[src/pkg/oppm_params.svh]
// Constants for the protection, pulse gating and monitor control word
`ifndef OPPM_PARAMS_SVH
`define OPPM_PARAMS_SVH

`define OPPM_CTRL_WIDTH 16
`define OPPM_CTRL_RESET 16'h0000

`define OPPM_OCR_EN_MSB 15
`define OPPM_OCR_EN_LSB 11
`define OPPM_PWM_EN_MSB 10
`define OPPM_PWM_EN_LSB 6
`define OPPM_OCR_FREQ_BIT 5
`define OPPM_SUPPLY_RESTART_OFF_BIT 4
`define OPPM_SEL_MSB 3
`define OPPM_SEL_LSB 0

`define OPPM_CLK_HZ 50000000
`define OPPM_OCR_SLOW_HZ 1700
`define OPPM_OCR_FAST_HZ 3000
`define OPPM_OCR_SLOW_CYCLES (`OPPM_CLK_HZ / `OPPM_OCR_SLOW_HZ)
`define OPPM_OCR_FAST_CYCLES (`OPPM_CLK_HZ / `OPPM_OCR_FAST_HZ)

`define OPPM_SEL_LAST 4'hA
`define OPPM_MON_CHANNELS 11

`endif

[src/pkg/oppm_pkg.sv]
// Types for the protection, pulse gating and monitor control word
package oppm_pkg;

   typedef struct packed {
      logic [4:0] recoveryEnable;   // Bit 15 = channel 7 ... bit 11 = channel 11
      logic [4:0] pulseGateEnable;  // Bit 10 = channel 7 ... bit 6 = channel 11
      logic recoveryFast;
      logic supplyRestartOff;
      logic [3:0] imageSelect;
   } oppm_ctrl_t;

   typedef enum logic [1:0] {
      OPPM_CH_RUN = 2'b00,
      OPPM_CH_TRIPPED = 2'b01
   } oppm_ch_state_t;

endpackage : oppm_pkg

[src/design/oppm_control.sv]
// Control word for over-current recovery, pulse gating and current monitor select
//
// Notes on behaviour
// - An over-current on a channel sets its over-current flag and switches that channel off.
// - Bits 15 to 11 let channels 7 to 11 switch back on by themselves after a delay, pulsing the current.
// - With recovery off, no single recovery happens; a tripped channel stays off until reset.
// - Bit 5 picks the recovery repetition rate, 1.7 kHz at zero and 3 kHz at one.
// - Bits 10 to 6 gate enabled channels 7 to 11 so each is on only while its pulse input is high.
// - Channels 8 and 10 follow pulse input b and all others follow pulse input a.
// - With bit 4 set, outputs stay off after a supply fault until the host clears the status.
// - Bits 3 to 0 route the chosen high-side channel's current image to the monitor pin, zero is channel 1.
// - A selector code that names no high-side channel switches the current monitor off.
`include "oppm_params.svh"
`timescale 1ns/100ps
`default_nettype none

module oppm_control #(
   parameter int SLOW_CYCLES = `OPPM_OCR_SLOW_CYCLES,
   parameter int FAST_CYCLES = `OPPM_OCR_FAST_CYCLES,
   parameter int CNT_W = 15
) (
   input wire logic mclk,                 // 50 MHz device clock
   input wire logic reset,                // Asynchronous, active high
   input wire logic ctrlWrite,            // One-cycle write strobe
   input wire logic [15:0] ctrlWrData,    // Word to store
   output logic [15:0] ctrlRdData,        // Stored control word
   input wire logic [4:0] channelEnable,  // Output enables, channels 7..11 (bit 0 = ch 7)
   input wire logic [4:0] overCurrent,    // Over-current detect, channels 7..11
   input wire logic pulseGateInputA,      // Pulse gate input a
   input wire logic pulseGateInputB,      // Pulse gate input b
   input wire logic supplyFault,          // Undervoltage or overvoltage level
   input wire logic statusClear,          // One-cycle status clear from host
   output logic [4:0] channelOn,          // Driver on, channels 7..11
   output logic [4:0] overCurrentFlag,    // Sticky over-current status
   output logic supplyLockout,            // Outputs held off after supply fault
   output logic [10:0] monitorSelect,     // One-hot image route, bit 0 = channel 1
   output logic monitorActive             // Current monitor switched on
);

   // Gate input per channel 7..11: b for 8 and 10, a otherwise
   localparam logic [4:0] GATE_USES_B = 5'h0A;

   oppm_pkg::oppm_ctrl_t ctrl_reg;
   oppm_pkg::oppm_ctrl_t ctrl_next;
   logic [CNT_W-1:0] recoveryCount_reg;
   logic [CNT_W-1:0] recoveryCount_next;
   logic recoveryTick;
   logic [4:0] tripped_reg;
   logic [4:0] recoveryEnableCh;
   logic [4:0] gateEnableCh;
   logic supplyLockout_reg;
   logic supplyOff;
   logic [4:0] gateOn;
   logic [4:0] channelOn_reg;
   logic [10:0] monitorSelect_reg;
   logic monitorActive_reg;
   logic [4:0] channelOn_next;

   function automatic logic [10:0] image_route(input logic [3:0] code);
      logic [10:0] route;
      route = 11'h000;
      if (code <= `OPPM_SEL_LAST) begin
         route[code] = 1'b1;
      end
      return route;
   endfunction : image_route

   // Control word storage
   always_comb begin
      ctrl_next = ctrl_reg;
      if (ctrlWrite) begin
         ctrl_next = oppm_pkg::oppm_ctrl_t'(ctrlWrData);
      end
   end

   always_ff @(posedge mclk or posedge reset) begin
      if (reset) begin
         ctrl_reg <= oppm_pkg::oppm_ctrl_t'(`OPPM_CTRL_RESET);
      end else begin
         ctrl_reg <= ctrl_next;
      end
   end

   assign ctrlRdData = ctrl_reg;

   // Field bit order runs from channel 7 at the top; flip to channel order
   generate
      for (genvar i = 0; i < 5; i++) begin : g_map
         assign recoveryEnableCh[i] = ctrl_reg.recoveryEnable[4-i];
         assign gateEnableCh[i] = ctrl_reg.pulseGateEnable[4-i];
      end
   endgenerate

   // Free-running recovery phase, shared by all channels
   always_comb begin
      recoveryTick = 1'b0;
      recoveryCount_next = recoveryCount_reg + CNT_W'(1);
      if (ctrl_reg.recoveryFast) begin
         if (recoveryCount_reg >= CNT_W'(FAST_CYCLES - 1)) begin
            recoveryTick = 1'b1;
            recoveryCount_next = '0;
         end
      end else if (recoveryCount_reg >= CNT_W'(SLOW_CYCLES - 1)) begin
         recoveryTick = 1'b1;
         recoveryCount_next = '0;
      end
   end

   always_ff @(posedge mclk or posedge reset) begin
      if (reset) begin
         recoveryCount_reg <= '0;
      end else begin
         recoveryCount_reg <= recoveryCount_next;
      end
   end

   // Per-channel trip and recovery
   generate
      for (genvar i = 0; i < 5; i++) begin : g_trip
         oppm_pkg::oppm_ch_state_t state_reg;
         oppm_pkg::oppm_ch_state_t state_next;

         always_comb begin
            state_next = state_reg;
            unique case (state_reg)
               oppm_pkg::OPPM_CH_RUN: begin
                  if (overCurrent[i]) begin
                     state_next = oppm_pkg::OPPM_CH_TRIPPED;
                  end
               end
               oppm_pkg::OPPM_CH_TRIPPED: begin
                  // Released only on the shared phase, so retry pulses at the set rate
                  // No lone retry with recovery off: the channel stays off until reset
                  if (recoveryTick && recoveryEnableCh[i]) begin
                     state_next = oppm_pkg::OPPM_CH_RUN;
                  end
               end
               default: state_next = oppm_pkg::OPPM_CH_TRIPPED;
            endcase
         end

         always_ff @(posedge mclk or posedge reset) begin
            if (reset) begin
               state_reg <= oppm_pkg::OPPM_CH_RUN;
            end else begin
               state_reg <= state_next;
            end
         end

         assign tripped_reg[i] = (state_reg == oppm_pkg::OPPM_CH_TRIPPED);
      end
   endgenerate

   // Sticky over-current flags; a new event beats a clear
   always_ff @(posedge mclk or posedge reset) begin
      if (reset) begin
         overCurrentFlag <= 5'h00;
      end else begin
         overCurrentFlag <= (statusClear ? 5'h00 : overCurrentFlag) | overCurrent;
      end
   end

   // Supply fault lockout, held until the host clears status
   always_ff @(posedge mclk or posedge reset) begin
      if (reset) begin
         supplyLockout_reg <= 1'b0;
      end else if (supplyFault && ctrl_reg.supplyRestartOff) begin
         supplyLockout_reg <= 1'b1;
      end else if (statusClear) begin
         supplyLockout_reg <= 1'b0;
      end
   end

   assign supplyOff = supplyFault | supplyLockout_reg;
   assign supplyLockout = supplyLockout_reg;

   // Pulse gating by the assigned input
   generate
      for (genvar i = 0; i < 5; i++) begin : g_gate
         logic gateLevel;
         assign gateLevel = GATE_USES_B[i] ? pulseGateInputB : pulseGateInputA;
         assign gateOn[i] = ~gateEnableCh[i] | gateLevel;
      end
   endgenerate

   // Trip and the same-cycle detect both cut the driver
   assign channelOn_next = channelEnable & gateOn & ~tripped_reg & ~overCurrent
      & {5{~supplyOff}};

   always_ff @(posedge mclk or posedge reset) begin
      if (reset) begin
         channelOn_reg <= 5'h00;
      end else begin
         channelOn_reg <= channelOn_next;
      end
   end

   assign channelOn = channelOn_reg;

   // Current image routing
   always_ff @(posedge mclk or posedge reset) begin
      if (reset) begin
         monitorSelect_reg <= 11'h000;
      end else begin
         monitorSelect_reg <= image_route(ctrl_reg.imageSelect);
      end
   end

   // Own flop so the monitor enable never shows a decode glitch
   always_ff @(posedge mclk or posedge reset) begin
      if (reset) begin
         monitorActive_reg <= 1'b0;
      end else begin
         monitorActive_reg <= |image_route(ctrl_reg.imageSelect);
      end
   end

   assign monitorSelect = monitorSelect_reg;
   assign monitorActive = monitorActive_reg;

endmodule : oppm_control

`default_nettype wire

[config.mk]
export PLATFORM = sky130hd
export DESIGN_NAME = oppm_control
export DESIGN_NICKNAME = d
export VERILOG_FILES = /design/src/pkg/oppm_pkg.sv /design/src/design/oppm_control.sv
export VERILOG_INCLUDE_DIRS = /design/src /design/src/pkg
export SDC_FILE = /design/constraint.sdc
export NUM_CORES = 1
export LEC_CHECK = 0
export BUFFER_PORTS_ARGS = -buffer_cell sky130_fd_sc_hd__buf_4
export CAP_MARGIN = 25
export CORE_MARGIN = 2
export CORE_UTILIZATION = 40
export DETAILED_ROUTE_END_ITERATION = 10
export PLACE_DENSITY = 0.65
export SLEW_MARGIN = 20
export SYNTH_ARGS = -nofsm -noshare
export SYNTH_HDL_FRONTEND = slang
export SYNTH_SLANG_ARGS = --single-unit
[constraint.sdc]
create_clock -name mclk -period 4.6 [get_ports mclk]
set_clock_uncertainty 0.15 [all_clocks]
set_input_delay 0.92 -clock mclk [delete_from_list [all_inputs] [get_ports mclk]]
set_output_delay 0.92 -clock mclk [all_outputs]
set_load 0.01 [all_outputs]
After elaboration in Yosys (flattened, before gate mapping):

Cells that the tools add are included.

* register bits after elaboration: 64
* output and inout bits: 39
* word-level logic and storage cells: 102

* add/sub/neg operators: 1
* magnitude comparators: 5
* equality and inequality tests: 15
* multiplexer cells: 27
* bitwise logic cells: 19
* reduce and logical (&&, ||, !) cells: 19

Operator list (number)
* 15-bit 2-to-1 mux: 3
* 15-bit >= comparator (second input constant): 2
* 5-bit bitwise AND: 4
* 2-bit 2-to-1 mux: 10
* 2-bit case mux with 2 select lines: 5
* 15-bit by 1-bit adder with 15-bit output (second input constant): 1
* 11-bit 2-to-1 mux: 1
* 11-bit OR reduction: 1
* 2-bit by 1-bit == test with 1-bit output (second input constant): 5
* 2-bit logical NOT: 5
* 2-bit by 1-bit != test with 1-bit output (second input constant): 5
* 2-bit != test (second input constant): 5
* 5-bit NOT: 2
* 2-bit AND reduction: 5
* 1-bit logical AND: 7
* 1-bit 2-to-1 mux: 6
* 1-bit NOT: 6
* 1-bit bitwise OR: 6
* 4-bit by 5-bit less-than comparator with 1-bit output (second input constant): 1
* 5-bit 2-to-1 mux: 1
* 5-bit bitwise OR: 1
* 1-bit demux with 4-bit select: 1
* 4-bit by 1-bit >= comparator with 1-bit output (second input constant): 1
* 4-bit <= comparator (second input constant): 1
* 2-bit nonzero test: 1

Logic depth before layout (Yosys ltp):

Gate-level depths: netlist of run 1.

* depth after elaboration: 6
* mapped depth: 7

Worst setup path after synthesis of run 1:

OpenSTA, ideal clock, no wires.

* path type: input -> register
* start point: input port ctrlWrite
* end point: register ctrl_reg, in the netlist ctrlRdData[0]
* setup time: 125 ps
* arrival time: 1602 ps
* data required time: 4325 ps
* path slack: 2723 ps
* cell stages on the path: 2
* buffers on the path: 1
* cell sequence: clkbuf_1 mux2_2

RTL lines
* start, declared: line oppm_control.sv:24 `input wire logic ctrlWrite,`
* end signal, assigned: line oppm_control.sv:78 `` ctrl_reg <= oppm_pkg::oppm_ctrl_t'(`OPPM_CTRL_RESET); ``
* end signal, assigned: line oppm_control.sv:80 `ctrl_reg <= ctrl_next;`
* end, declared: line oppm_control.sv:43 `oppm_pkg::oppm_ctrl_t ctrl_reg;`

No word-level cell between the ends.

==> results of run 1 <==
synth_stat cells (all sizes together):
cell type,instances
and2,1
or3b,1
nand2,17
nor3b,1
xnor2,6
inv,10
o2111a,1
nand3,11
ha,3
and4b,1
clkbuf,5
nand4,1
xor2,5
and3,1
nor3,30
dfrtp,59
o2111ai,1
nor2b,1
mux2,11
a21boi,1
buf,2
a2111oi,1
a211oi,2
nor2,13
o21ai,10
nand2b,4
a21oi,5
and4,2
a22o,1
o31a,1
nor4,2
nor4b,5
o21ba,1
o41ai,1
or4,3
a21o,5
logic make-up after synthesis:
kind of cell    after synthesis  share of synthesized area
buf+inv                      17                    0.02813
xor+xnor                     11                    0.03734
simple gates                 94                     0.2124
compound gates               30                    0.08730
fa+ha+maj                     3                    0.01455
flops                        59                     0.5723
mux                          11                    0.04801
path summary, 6_finish.rpt:
path | to | slack (ps) | cells past startpoint
max | recoveryCount_reg[13]$_DFF_PP0_ | 2170 | 6
min | channelOn[3]$_DFF_PP0_ | 330 | 1
max reg2reg | recoveryCount_reg[13]$_DFF_PP0_ | 2170 | 6
min reg2reg | channelOn[3]$_DFF_PP0_ | 330 | 1
max in group asynchronous | overCurrentFlag[2]$_DFF_PP0_ | 3160 | 3
min in group asynchronous | monitorSelect[10]$_DFF_PP0_ | 650 | 3
power breakdown:
part           switching [uW]  total [uW]  internal, uW
clock network             190         491           301
registers                21.4         564           543
logic                    54.1         119          64.7
worst reg2reg max path, cell delays in order (launching register included):
cell and delay (ps):
dfrtp_1 440, inv_1 70, ha_1 170, or4_1 450, a2111oi_4 500, nor2_2 290, a211oi_1 280
cell type report:
type / instances / area [um2] / area share
clock inverters: 5 / 78.83 / 0.02321
repair buffers: 73 / 548.0 / 0.1614
flip-flops and latches: 59 / 1476 / 0.4348
clock buffers: 10 / 127.6 / 0.03758
well taps: 77 / 96.34 / 0.02837
inverters: 10 / 37.54 / 0.01105
multi-input cells: 149 / 1031 / 0.3036
layout by cell type, fill, tap and decap left out, drive strengths merged, types with 10 or more instances in the layout:
cell type and n:
buf 73, clkbuf 10, dfrtp 59, inv 10
mux2 11, nand2 17, nand3 11, nor2 13
nor3 30, o21ai 10
per-stage QoR:
step | hold slack, ps | power (uW) | setup WS (ps)
finish | 327.2 | 1173 | 2170
global placement | 312.3 | 693.6 | 2263
detailed placement | 324.6 | 694.5 | 2171
CTS | 329.2 | 1191 | 2157
global route | 351.8 | 1232 | 2053
floorplan | 302.9 | 620.0 | 2074
per-layer routing:
metal  wire [um]  global-route usage  vias up
met5           0                   0        -
met4          24             0.04839        0
met3         283             0.05703        2
met2        2646              0.2532       46
met1        2515              0.2299      933
li1            -                   -      955
==> results.md, run 1 <==
* Worst slew margin at 0.4507
* Setup crit start kind: flop
* CTS root buffer: clkbuf_8
* Worst VDD drop at 228.8 uV
* Syn Nets at 261
* DIE AREA at 7108 um2
* Area added between synthesis and finish at 31.62%
* Clk slew on worst S/H paths at 60 ps
* Cts bufs inserted at 9
* CTS HTree Levels at 3
* Dominant cell type by area after synthesis: dfrtp_1
* Routed wire per std cell at 14.28 um
* Drc violations at 0
* Yosys cell types at 40
* Min Clock Period, post-route at 2430 ps
* Fmax at 411.5 MHz
* Placed cells at 368
* Setup-failing EPs final at 0
* CP max-delay cell: a2111oi_4
* Placed cell areas at 3189 um2
* Mapped Avg Cell Area at 11.47 um2
* Clock latency on the worst-skew pair at 320 ps
* Number of port buffers at 71
* Iteration-0 DRC Markers at 102
* Final GP Congestion at 0.8338
* Ys Warns at 0
* Die H at 84.31 um
* Mapped Cells at 225
* Ports at 72
* Max Cap Viol at 0
* Largest net degree at the start of global routing at 60
* Post-DR vias/cell at 5.055
* Final Max Tran Viols at 0
* Required time worst endpoint at 4680 ps
* CTS resizes at 0
* Worst Max-Slew Pin Slew at 823.1 ps
* Number of diodes at 0
* Grt total ovfl at 0
* Core area at 6277 um2
* Starting Density at 0.4110
* Seq cells post-synth at 59
* HP Class: flop to flop
* Status: completed
* Period utilisation layout at 0.5283
* Layout cells sized above 1 at 0.3791
* CTS tree: done
* Vias post-DR at 1936
* CTS Hold Buffers Added at 0
* Max FO, Critical Path at 15
* Router iterations before antenna repair at 4
* Fin nets at 338
* Hold Path Origin: g_trip[3].state_reg[0]$_DFFE_PP0P_
* Clk sinks at 59
* Antenna violations before repair at 0
* Hold Fails Final Rpt at 0
* RSZ-0062 raised after global routing: no
* Synth area leaders: dfrtp_1 57%, mux2_2 4.8%, nor3_1 3.9%, nor3_2 3.9%, nand2_1 2.5%
* Layout fillers at 556
* Max reg flops at 16
* Drt total wl at 5469 um
* Vias in the first global route at 1961
* CP Capture Type: flop
* HPWL Detailed at 3963 um
* Synthesized area at 2580 um2
* First-pass GRT wire length at 9439 um
* Yosys top cell area share at 0.5723
* Util after Layout at 0.5410
* Register area share after synthesis at 0.5723
* Post-Layout Cell Count at 383
* Crit-path cells: inv_1 > ha_1 > or4_1 > a2111oi_4 > nor2_2 > a211oi_1
* Setup TNS at 0 ps
* CP delay by family, top: compound AO/OA/AOI/OAI gates
* CP peak stage delay at 500 ps
* Final ANT Viol Nets at 0
* Reg2reg start: recoveryCount_reg[1]$_DFF_PP0_
* Leakage at 0.001576 uW
* Worst path arrival time at 2510 ps
* Die W at 84.31 um
* Maximum clock insertion buffer count at 2
* Post-CTS setup buffer count at 0
* CP bufs+invs at 1
* Critical path startpoint: recoveryCount_reg[1]$_DFF_PP0_
* Cell Pwr Density at 345.5 nW/um2
* WS Path Type: flop to flop
* Design Area, Final at 3396 um2
* # rows at 29
* Tot GR Track Use at 0.1672
Note: power is estimated with default switching activity, not from simulation.
==> inputs of run 2 (changes only) <==
--- a/config.mk
+++ b/config.mk
@@ -6,12 +6,13 @@
 export SDC_FILE = /design/constraint.sdc
 export NUM_CORES = 1
 export LEC_CHECK = 0
+export ABC_AREA = 1
 export BUFFER_PORTS_ARGS = -buffer_cell sky130_fd_sc_hd__buf_4
 export CAP_MARGIN = 25
 export CORE_MARGIN = 2
 export CORE_UTILIZATION = 40
 export DETAILED_ROUTE_END_ITERATION = 10
-export PLACE_DENSITY = 0.65
+export PLACE_DENSITY = 0.67
 export SLEW_MARGIN = 20
 export SYNTH_ARGS = -nofsm -noshare
 export SYNTH_HDL_FRONTEND = slang
==> constraint.sdc (replaced) <==
create_clock -name mclk -period 2 [get_ports mclk]
set_clock_uncertainty 0.15 [all_clocks]
set_input_delay 0.4 -clock mclk [delete_from_list [all_inputs] [get_ports mclk]]
set_output_delay 0.4 -clock mclk [all_outputs]
set_load 0.01 [all_outputs]
==> results.md, run 2 <==
* CTS HTree Levels at 3
* Largest net degree at the start of global routing at 60
* Worst VDD drop at 640.7 uV
* Clock latency on the worst-skew pair at 330 ps
* Drt total wl at 5844 um
* Design Area, Final at 3536 um2
* Fin nets at 412
* Die W at 85.80 um
* Required time worst endpoint at 2080 ps
* Worst reg-to-reg setup slack at 330 ps
* CTS root buffer: clkbuf_8
* Final Power at 3088 uW
* Starting Density at 0.4167
* Period utilisation layout at 0.8373
* Syn Nets at 332
* Cts bufs inserted at 9
* Maximum clock insertion buffer count at 2
* Register area share after synthesis at 0.5517
* Iteration-0 DRC Markers at 153
* Core area at 6422 um2
* Final Max Tran Viols at 0
* Post-CTS setup buffer count at 0
* Ports at 72
* Status: completed
* Worst slew margin at 0.7834
* Ys Warns at 0
* EDFF count, synth at 0
* Seq cells post-synth at 59
* Router iterations before antenna repair at 5
* Number of port buffers at 71
* Worst hold slack at 116.8 ps
* Drc violations at 0
* Reg2reg start: recoveryCount_reg[0]$_DFF_PP0_
* Worst path arrival time at 1760 ps
* Main flop type after synthesis: dfrtp_1
* Most frequent cells in the layout: 74 x buf_4, 59 x dfrtp_1, 56 x nand2_1
* Most frequent cells after synthesis: 59 x dfrtp_1, 56 x nand2_1, 43 x inv_1, 32 x nor2_1, 17 x o21ai_0
* Placed cell areas at 3299 um2
* RSZ-0062 raised after global routing: no
* Cell Pwr Density at 873.3 nW/um2
* Setup crit start kind: flop
* Fmax at 597.1 MHz
* Hold Fails Final Rpt at 0
* Yosys cell types at 26
* Min Clock Period, post-route at 1675 ps
* Dominant cell type by area after synthesis: dfrtp_1
* Mapped Cells at 296
* Vias post-DR at 2159
* Synthesized area at 2676 um2
* CP Capture Type: flop
* Commonest non-fill, non-tap cell in the layout: buf_4
* Final GP Congestion at 0.8637
* Worst Max-Slew Pin Slew at 322.4 ps
* HPWL Detailed at 4241 um
* Layout cells sized above 1 at 0.3202
* Routed wire per std cell at 12.76 um
* Max FO, Critical Path at 20
* Antenna violations before repair at 0
* Mapped Avg Cell Area at 9.042 um2
* HP Class: input pin to flop
* Die H at 85.80 um
* Post-DR vias/cell at 4.714
* Clk slew on worst S/H paths at 70 ps
* Count leader, synth: dfrtp_1
* # rows at 29
* Clk sinks at 59
* Setup-failing EPs final at 0
* WS Path Type: flop to flop
* Critical path startpoint: recoveryCount_reg[0]$_DFF_PP0_
* Hold Path Origin: overCurrent[4]
* Synth area leaders: dfrtp_1 55%, nand2_1 7.9%, inv_1 6.0%, nor2_1 4.5%, o21ai_0 3.2%
* DIE AREA at 7361 um2
* Tot GR Track Use at 0.1779
* Area added between synthesis and finish at 32.12%
* CTS tree: done
* Leakage at 0.001785 uW
* Vias in the first global route at 2165
* Asr flop ratio synth at 1.000
* Grt total ovfl at 0
* Final ANT Viol Nets at 0
* Max reg flops at 16
* First-pass GRT wire length at 10140 um
* Max Cap Viol at 0
* Setup TNS at 0 ps
* Number of diodes at 0
* Yosys top cell area share at 0.5517
## run 2: cell count changes after synthesis, moves of 6 or more
cell      before  now
inv_1         10   43
nor2_1        12   32
a21oi_1        5   14
mux2_2        11    5
nor3_2        10    0
o21ai_0       10   17
nand2_1       17   56
nor3_1        20    5
o21bai_1       0    9
## run 2: worst paths after layout
| check | to | depth (start not counted) |
|---|---|---|
| worst min register to register | overCurrentFlag[4]$_DFF_PP0_ | 2 |
| worst max register to register | g_trip[3].state_reg[0]$_DFFE_PP0P_ | 10 |
| worst min-delay path | overCurrentFlag[4]$_DFF_PP0_ | 2 |
| worst max-delay path | g_trip[3].state_reg[0]$_DFFE_PP0P_ | 10 |
| min in group asynchronous | recoveryCount_reg[12]$_DFF_PP0_ | 4 |
| max in group asynchronous | channelOn[1]$_DFF_PP0_ | 4 |
## run 2: layout make-up
class | instances | area, um2
Multi-Input combinational cell | 184 | 974.7
Clock inverter | 6 | 88.84
Inverter | 46 | 176.4
Sequential cell | 59 | 1476
Timing Repair Buffer | 76 | 585.6
Tap cell | 77 | 96.34
Clock buffer | 10 | 137.6
Fill cell | 569 | 2887
## run 2: metal layers
metal,share of wire,GRT usage
met2,0.47,0.2656
met4,0.020,0.07504
met3,0.062,0.05294
met5,0,0
met1,0.45,0.2423
## run 2: cells by family (layout without fill, tap and decap cells)
kind of cell / after synthesis / count (layout) / share of synthesized area
multiplexers: 5 / 5 / 0.02104
AO/OA/AOI/OAI: 45 / 45 / 0.09724
AND/OR/NAND/NOR: 124 / 124 / 0.2090
buffers and inverters: 53 / 138 / 0.08415
adder cells (fa/ha/maj): 3 / 3 / 0.01403
flip-flops: 59 / 59 / 0.5517
XOR/XNOR: 7 / 7 / 0.02291
## run 2: worst max-delay path, stage by stage, from the launching register on
cell	delay, ps
dfrtp_1	450
inv_1	80
ha_1	140
nand2_1	50
nor2_1	90
nand2_1	70
nand3_2	70
buf_4	250
nand3_1	110
nand2_1	70
inv_1	30
## run 2: timing repair
| item | CTS | global route |
|---|---|---|
| hold buffers | 1 | 0 |
| gates resized for setup | 0 | 0 |
| endpoints found under the hold margin | 47 | 0 |
## run 2: through the flow
step	std cells	setup slack [ps]	util
after global placement	441	383.0	0.5137
after floorplan	296	527.9	-
final	458	325.3	0.5506
after detailed placement	441	335.5	0.5137
after CTS	458	316.9	0.5506
after global routing	458	152.4	0.5506
## run 2: power by group
part / leakage, uW / total (uW) / internal, uW / switching, uW
Clock: 0.000108 / 1220 / 735 / 487
Combinational: 0.000935 / 479 / 227 / 252
Sequential: 0.000742 / 1390 / 1290 / 93.8
Total: 0.00179 / 3090 / 2260 / 833
==> inputs of run 3 (changes only) <==
==> constraint.sdc (replaced) <==
create_clock -name mclk -period 1.4 [get_ports mclk]
set_clock_uncertainty 0.15 [all_clocks]
set_input_delay 0.28 -clock mclk [delete_from_list [all_inputs] [get_ports mclk]]
set_output_delay 0.28 -clock mclk [all_outputs]
set_load 0.01 [all_outputs]
==> results.md, run 3 (synthesized netlist as in run 2, its figures left out) <==
* Die W at 85.80 um
* Number of port buffers at 71
* CP peak stage delay at 420 ps
* Worst slew margin at 0.7944
* Max Cap Viol at 0
* CP bufs+invs at 3
* Max FO, Critical Path at 7
* Placed cell areas at 3582 um2
* Power share of the sequential group at 0.446
* Top cell by count, worst path: nand2_1
* Most frequent cells in the layout: 99 x buf_4, 59 x dfrtp_1, 55 x nand2_1
* Starting Density at 0.4167
* WS Path Type: flop to flop
* Drt total wl at 6643 um
* HPWL Detailed at 4720 um
* CTS tree: done
* Hold Fails Final Rpt at 0
* Total net switching power at 1273 uW
* Min Clock Period, post-route at 1624 ps
* Clock Power Share at 0.337
* Max reg flops at 16
* Post-DR vias/cell at 4.764
* CP Capture Type: flop
* Placed cells at 470
* Vias in the first global route at 2471
* # rows at 29
* Setup-failing EPs final at 20
* Vias post-DR at 2382
* Worst VDD drop at 950.9 uV
* CP max-delay cell: dfrtp_1
* Worst Max-Slew Pin Slew at 308.4 ps
* Worst path arrival time at 1710 ps
* Util after Layout at 0.6234
* Post-Layout Cell Count at 500
* Core area at 6422 um2
* Grt total ovfl at 0
* Maximum clock insertion buffer count at 2
* Routed wire per std cell at 13.29 um
* Crit-path cells: inv_1 > ha_2 > nor2_2 > nand2_1 > nand2_1 > nand2_1 > nand2_2 > nand3_4 > buf_12 > nand3_2 > nand2_1 > inv_1
* Leakage at 0.002001 uW
* DIE AREA at 7361 um2
* Ports at 72
* Clock latency on the worst-skew pair at 340 ps
* Share of power burned in combinational logic at 0.217
* Final Max Tran Viols at 0
* Failing checks: negative setup slack
* Final ANT Viol Nets at 0
* CTS root buffer: clkbuf_8
* Period utilisation layout at 1.160
* Die H at 85.80 um
* Required time worst endpoint at 1490 ps
* Final Power at 4430 uW
* Dpl ws at -249.7 ps
* Cell Pwr Density at 1106 nW/um2
* Cts bufs inserted at 9
* Cell Int Power at 3157 uW
* RSZ-0062 raised after global routing: yes
* Drc violations at 0
* Fin nets at 455
* Commonest non-fill, non-tap cell in the layout: buf_4
* Design Area, Final at 4004 um2
* Final worst slack at -224.3 ps
* CTS HTree Levels at 3
* HP Class: input pin to flop
* Sw Share at 0.2874
* Setup crit start kind: flop
* CP delay by family, top: simple AND/OR/NAND/NOR gates
* Layout cells sized above 1 at 0.4019
* Area added between synthesis and finish at 49.60%
* Antenna violations before repair at 0
* Router iterations before antenna repair at 6
* Clk slew on worst S/H paths at 70 ps
* Status: complete, but fails checks
* Clk sinks at 59
* Final GP Congestion at 0.8397
* Number of diodes at 0
* Iteration-0 DRC Markers at 137
* First-pass GRT wire length at 11370 um
* Largest net degree at the start of global routing at 60
* Tot GR Track Use at 0.1992
* Fmax at 615.6 MHz
## run 3: cell types whose count changed in the layout (fill, tap and decap cells not counted), moves of 4 or more
cell           change
buf_4             +25
dlygate4sd3_1     +12
a21oi_2           +10
a21oi_1           -11
nand3_1            -4
## run 3: repair_timing
action                                  CTS  global route
setup buffers                             1             0
endpoints found under the setup margin   21            21
pin swaps                                 0            14
resized for setup                         7            10
hold buffers                             13             0
gates cloned                              0             1
endpoints found under the hold margin    71             0
## run 3: path summary, 6_finish.rpt
path                                                startpoint  cells past startpoint  slack, ps                                  to
worst max-delay path            recoveryCount_reg[1]$_DFF_PP0_                     12       -220  g_trip[0].state_reg[0]$_DFFE_PP0P_
worst min-delay path                             ctrlWrData[1]                      3          9           ctrlRdData[1]$_DFFE_PP0P_
worst max register to register  recoveryCount_reg[1]$_DFF_PP0_                     12       -220  g_trip[0].state_reg[0]$_DFFE_PP0P_
worst min register to register       ctrlRdData[3]$_DFFE_PP0P_                      1        350             monitorActive$_DFF_PP0_
max in group asynchronous                                reset                      4        420      recoveryCount_reg[0]$_DFF_PP0_
min in group asynchronous                                reset                      4        420      recoveryCount_reg[1]$_DFF_PP0_
## run 3: power by group through the flow
stage	sequential (uW)	combinational [uW]	clock, uW
global route	1990	1070	1610
finish	1970	962	1490
detailed placement	2000	863	0
CTS	1970	923	1510
global placement	1990	844	0
floorplan	2020	386	0
## run 3: final cells by class
| type | count | area, um2 |
|---|---|---|
| Inverter | 46 | 176.4 |
| Tap cell | 77 | 96.34 |
| Multi-Input combinational cell | 184 | 1081 |
| Timing Repair Buffer | 119 | 992.2 |
| Fill cell | 530 | 2419 |
| Sequential cell | 59 | 1476 |
| Clock buffer | 10 | 127.6 |
| Clock inverter | 5 | 53.80 |
## run 3: routing by layer
layer,up-vias,part of all wire,GRT usage
li1,1168,-,-
met1,1144,0.43,0.2519
met2,58,0.49,0.3253
met3,12,0.052,0.05582
met4,0,0.020,0.07792
met5,-,0,0
## run 3: tightest hold or removal path, cell delays in order
cell and delay, ps:
buf_4 80, nand2_1 40, o21ai_0 60
## run 3: stage by stage
step	TNS [ps]	hold WS (ps)
after floorplan	-958.9	226.0
after global placement	-2365	244.3
after detailed placement	-3731	235.9
after CTS	-4250	3.225
after global routing	-6211	15.57
final	-4071	9.289
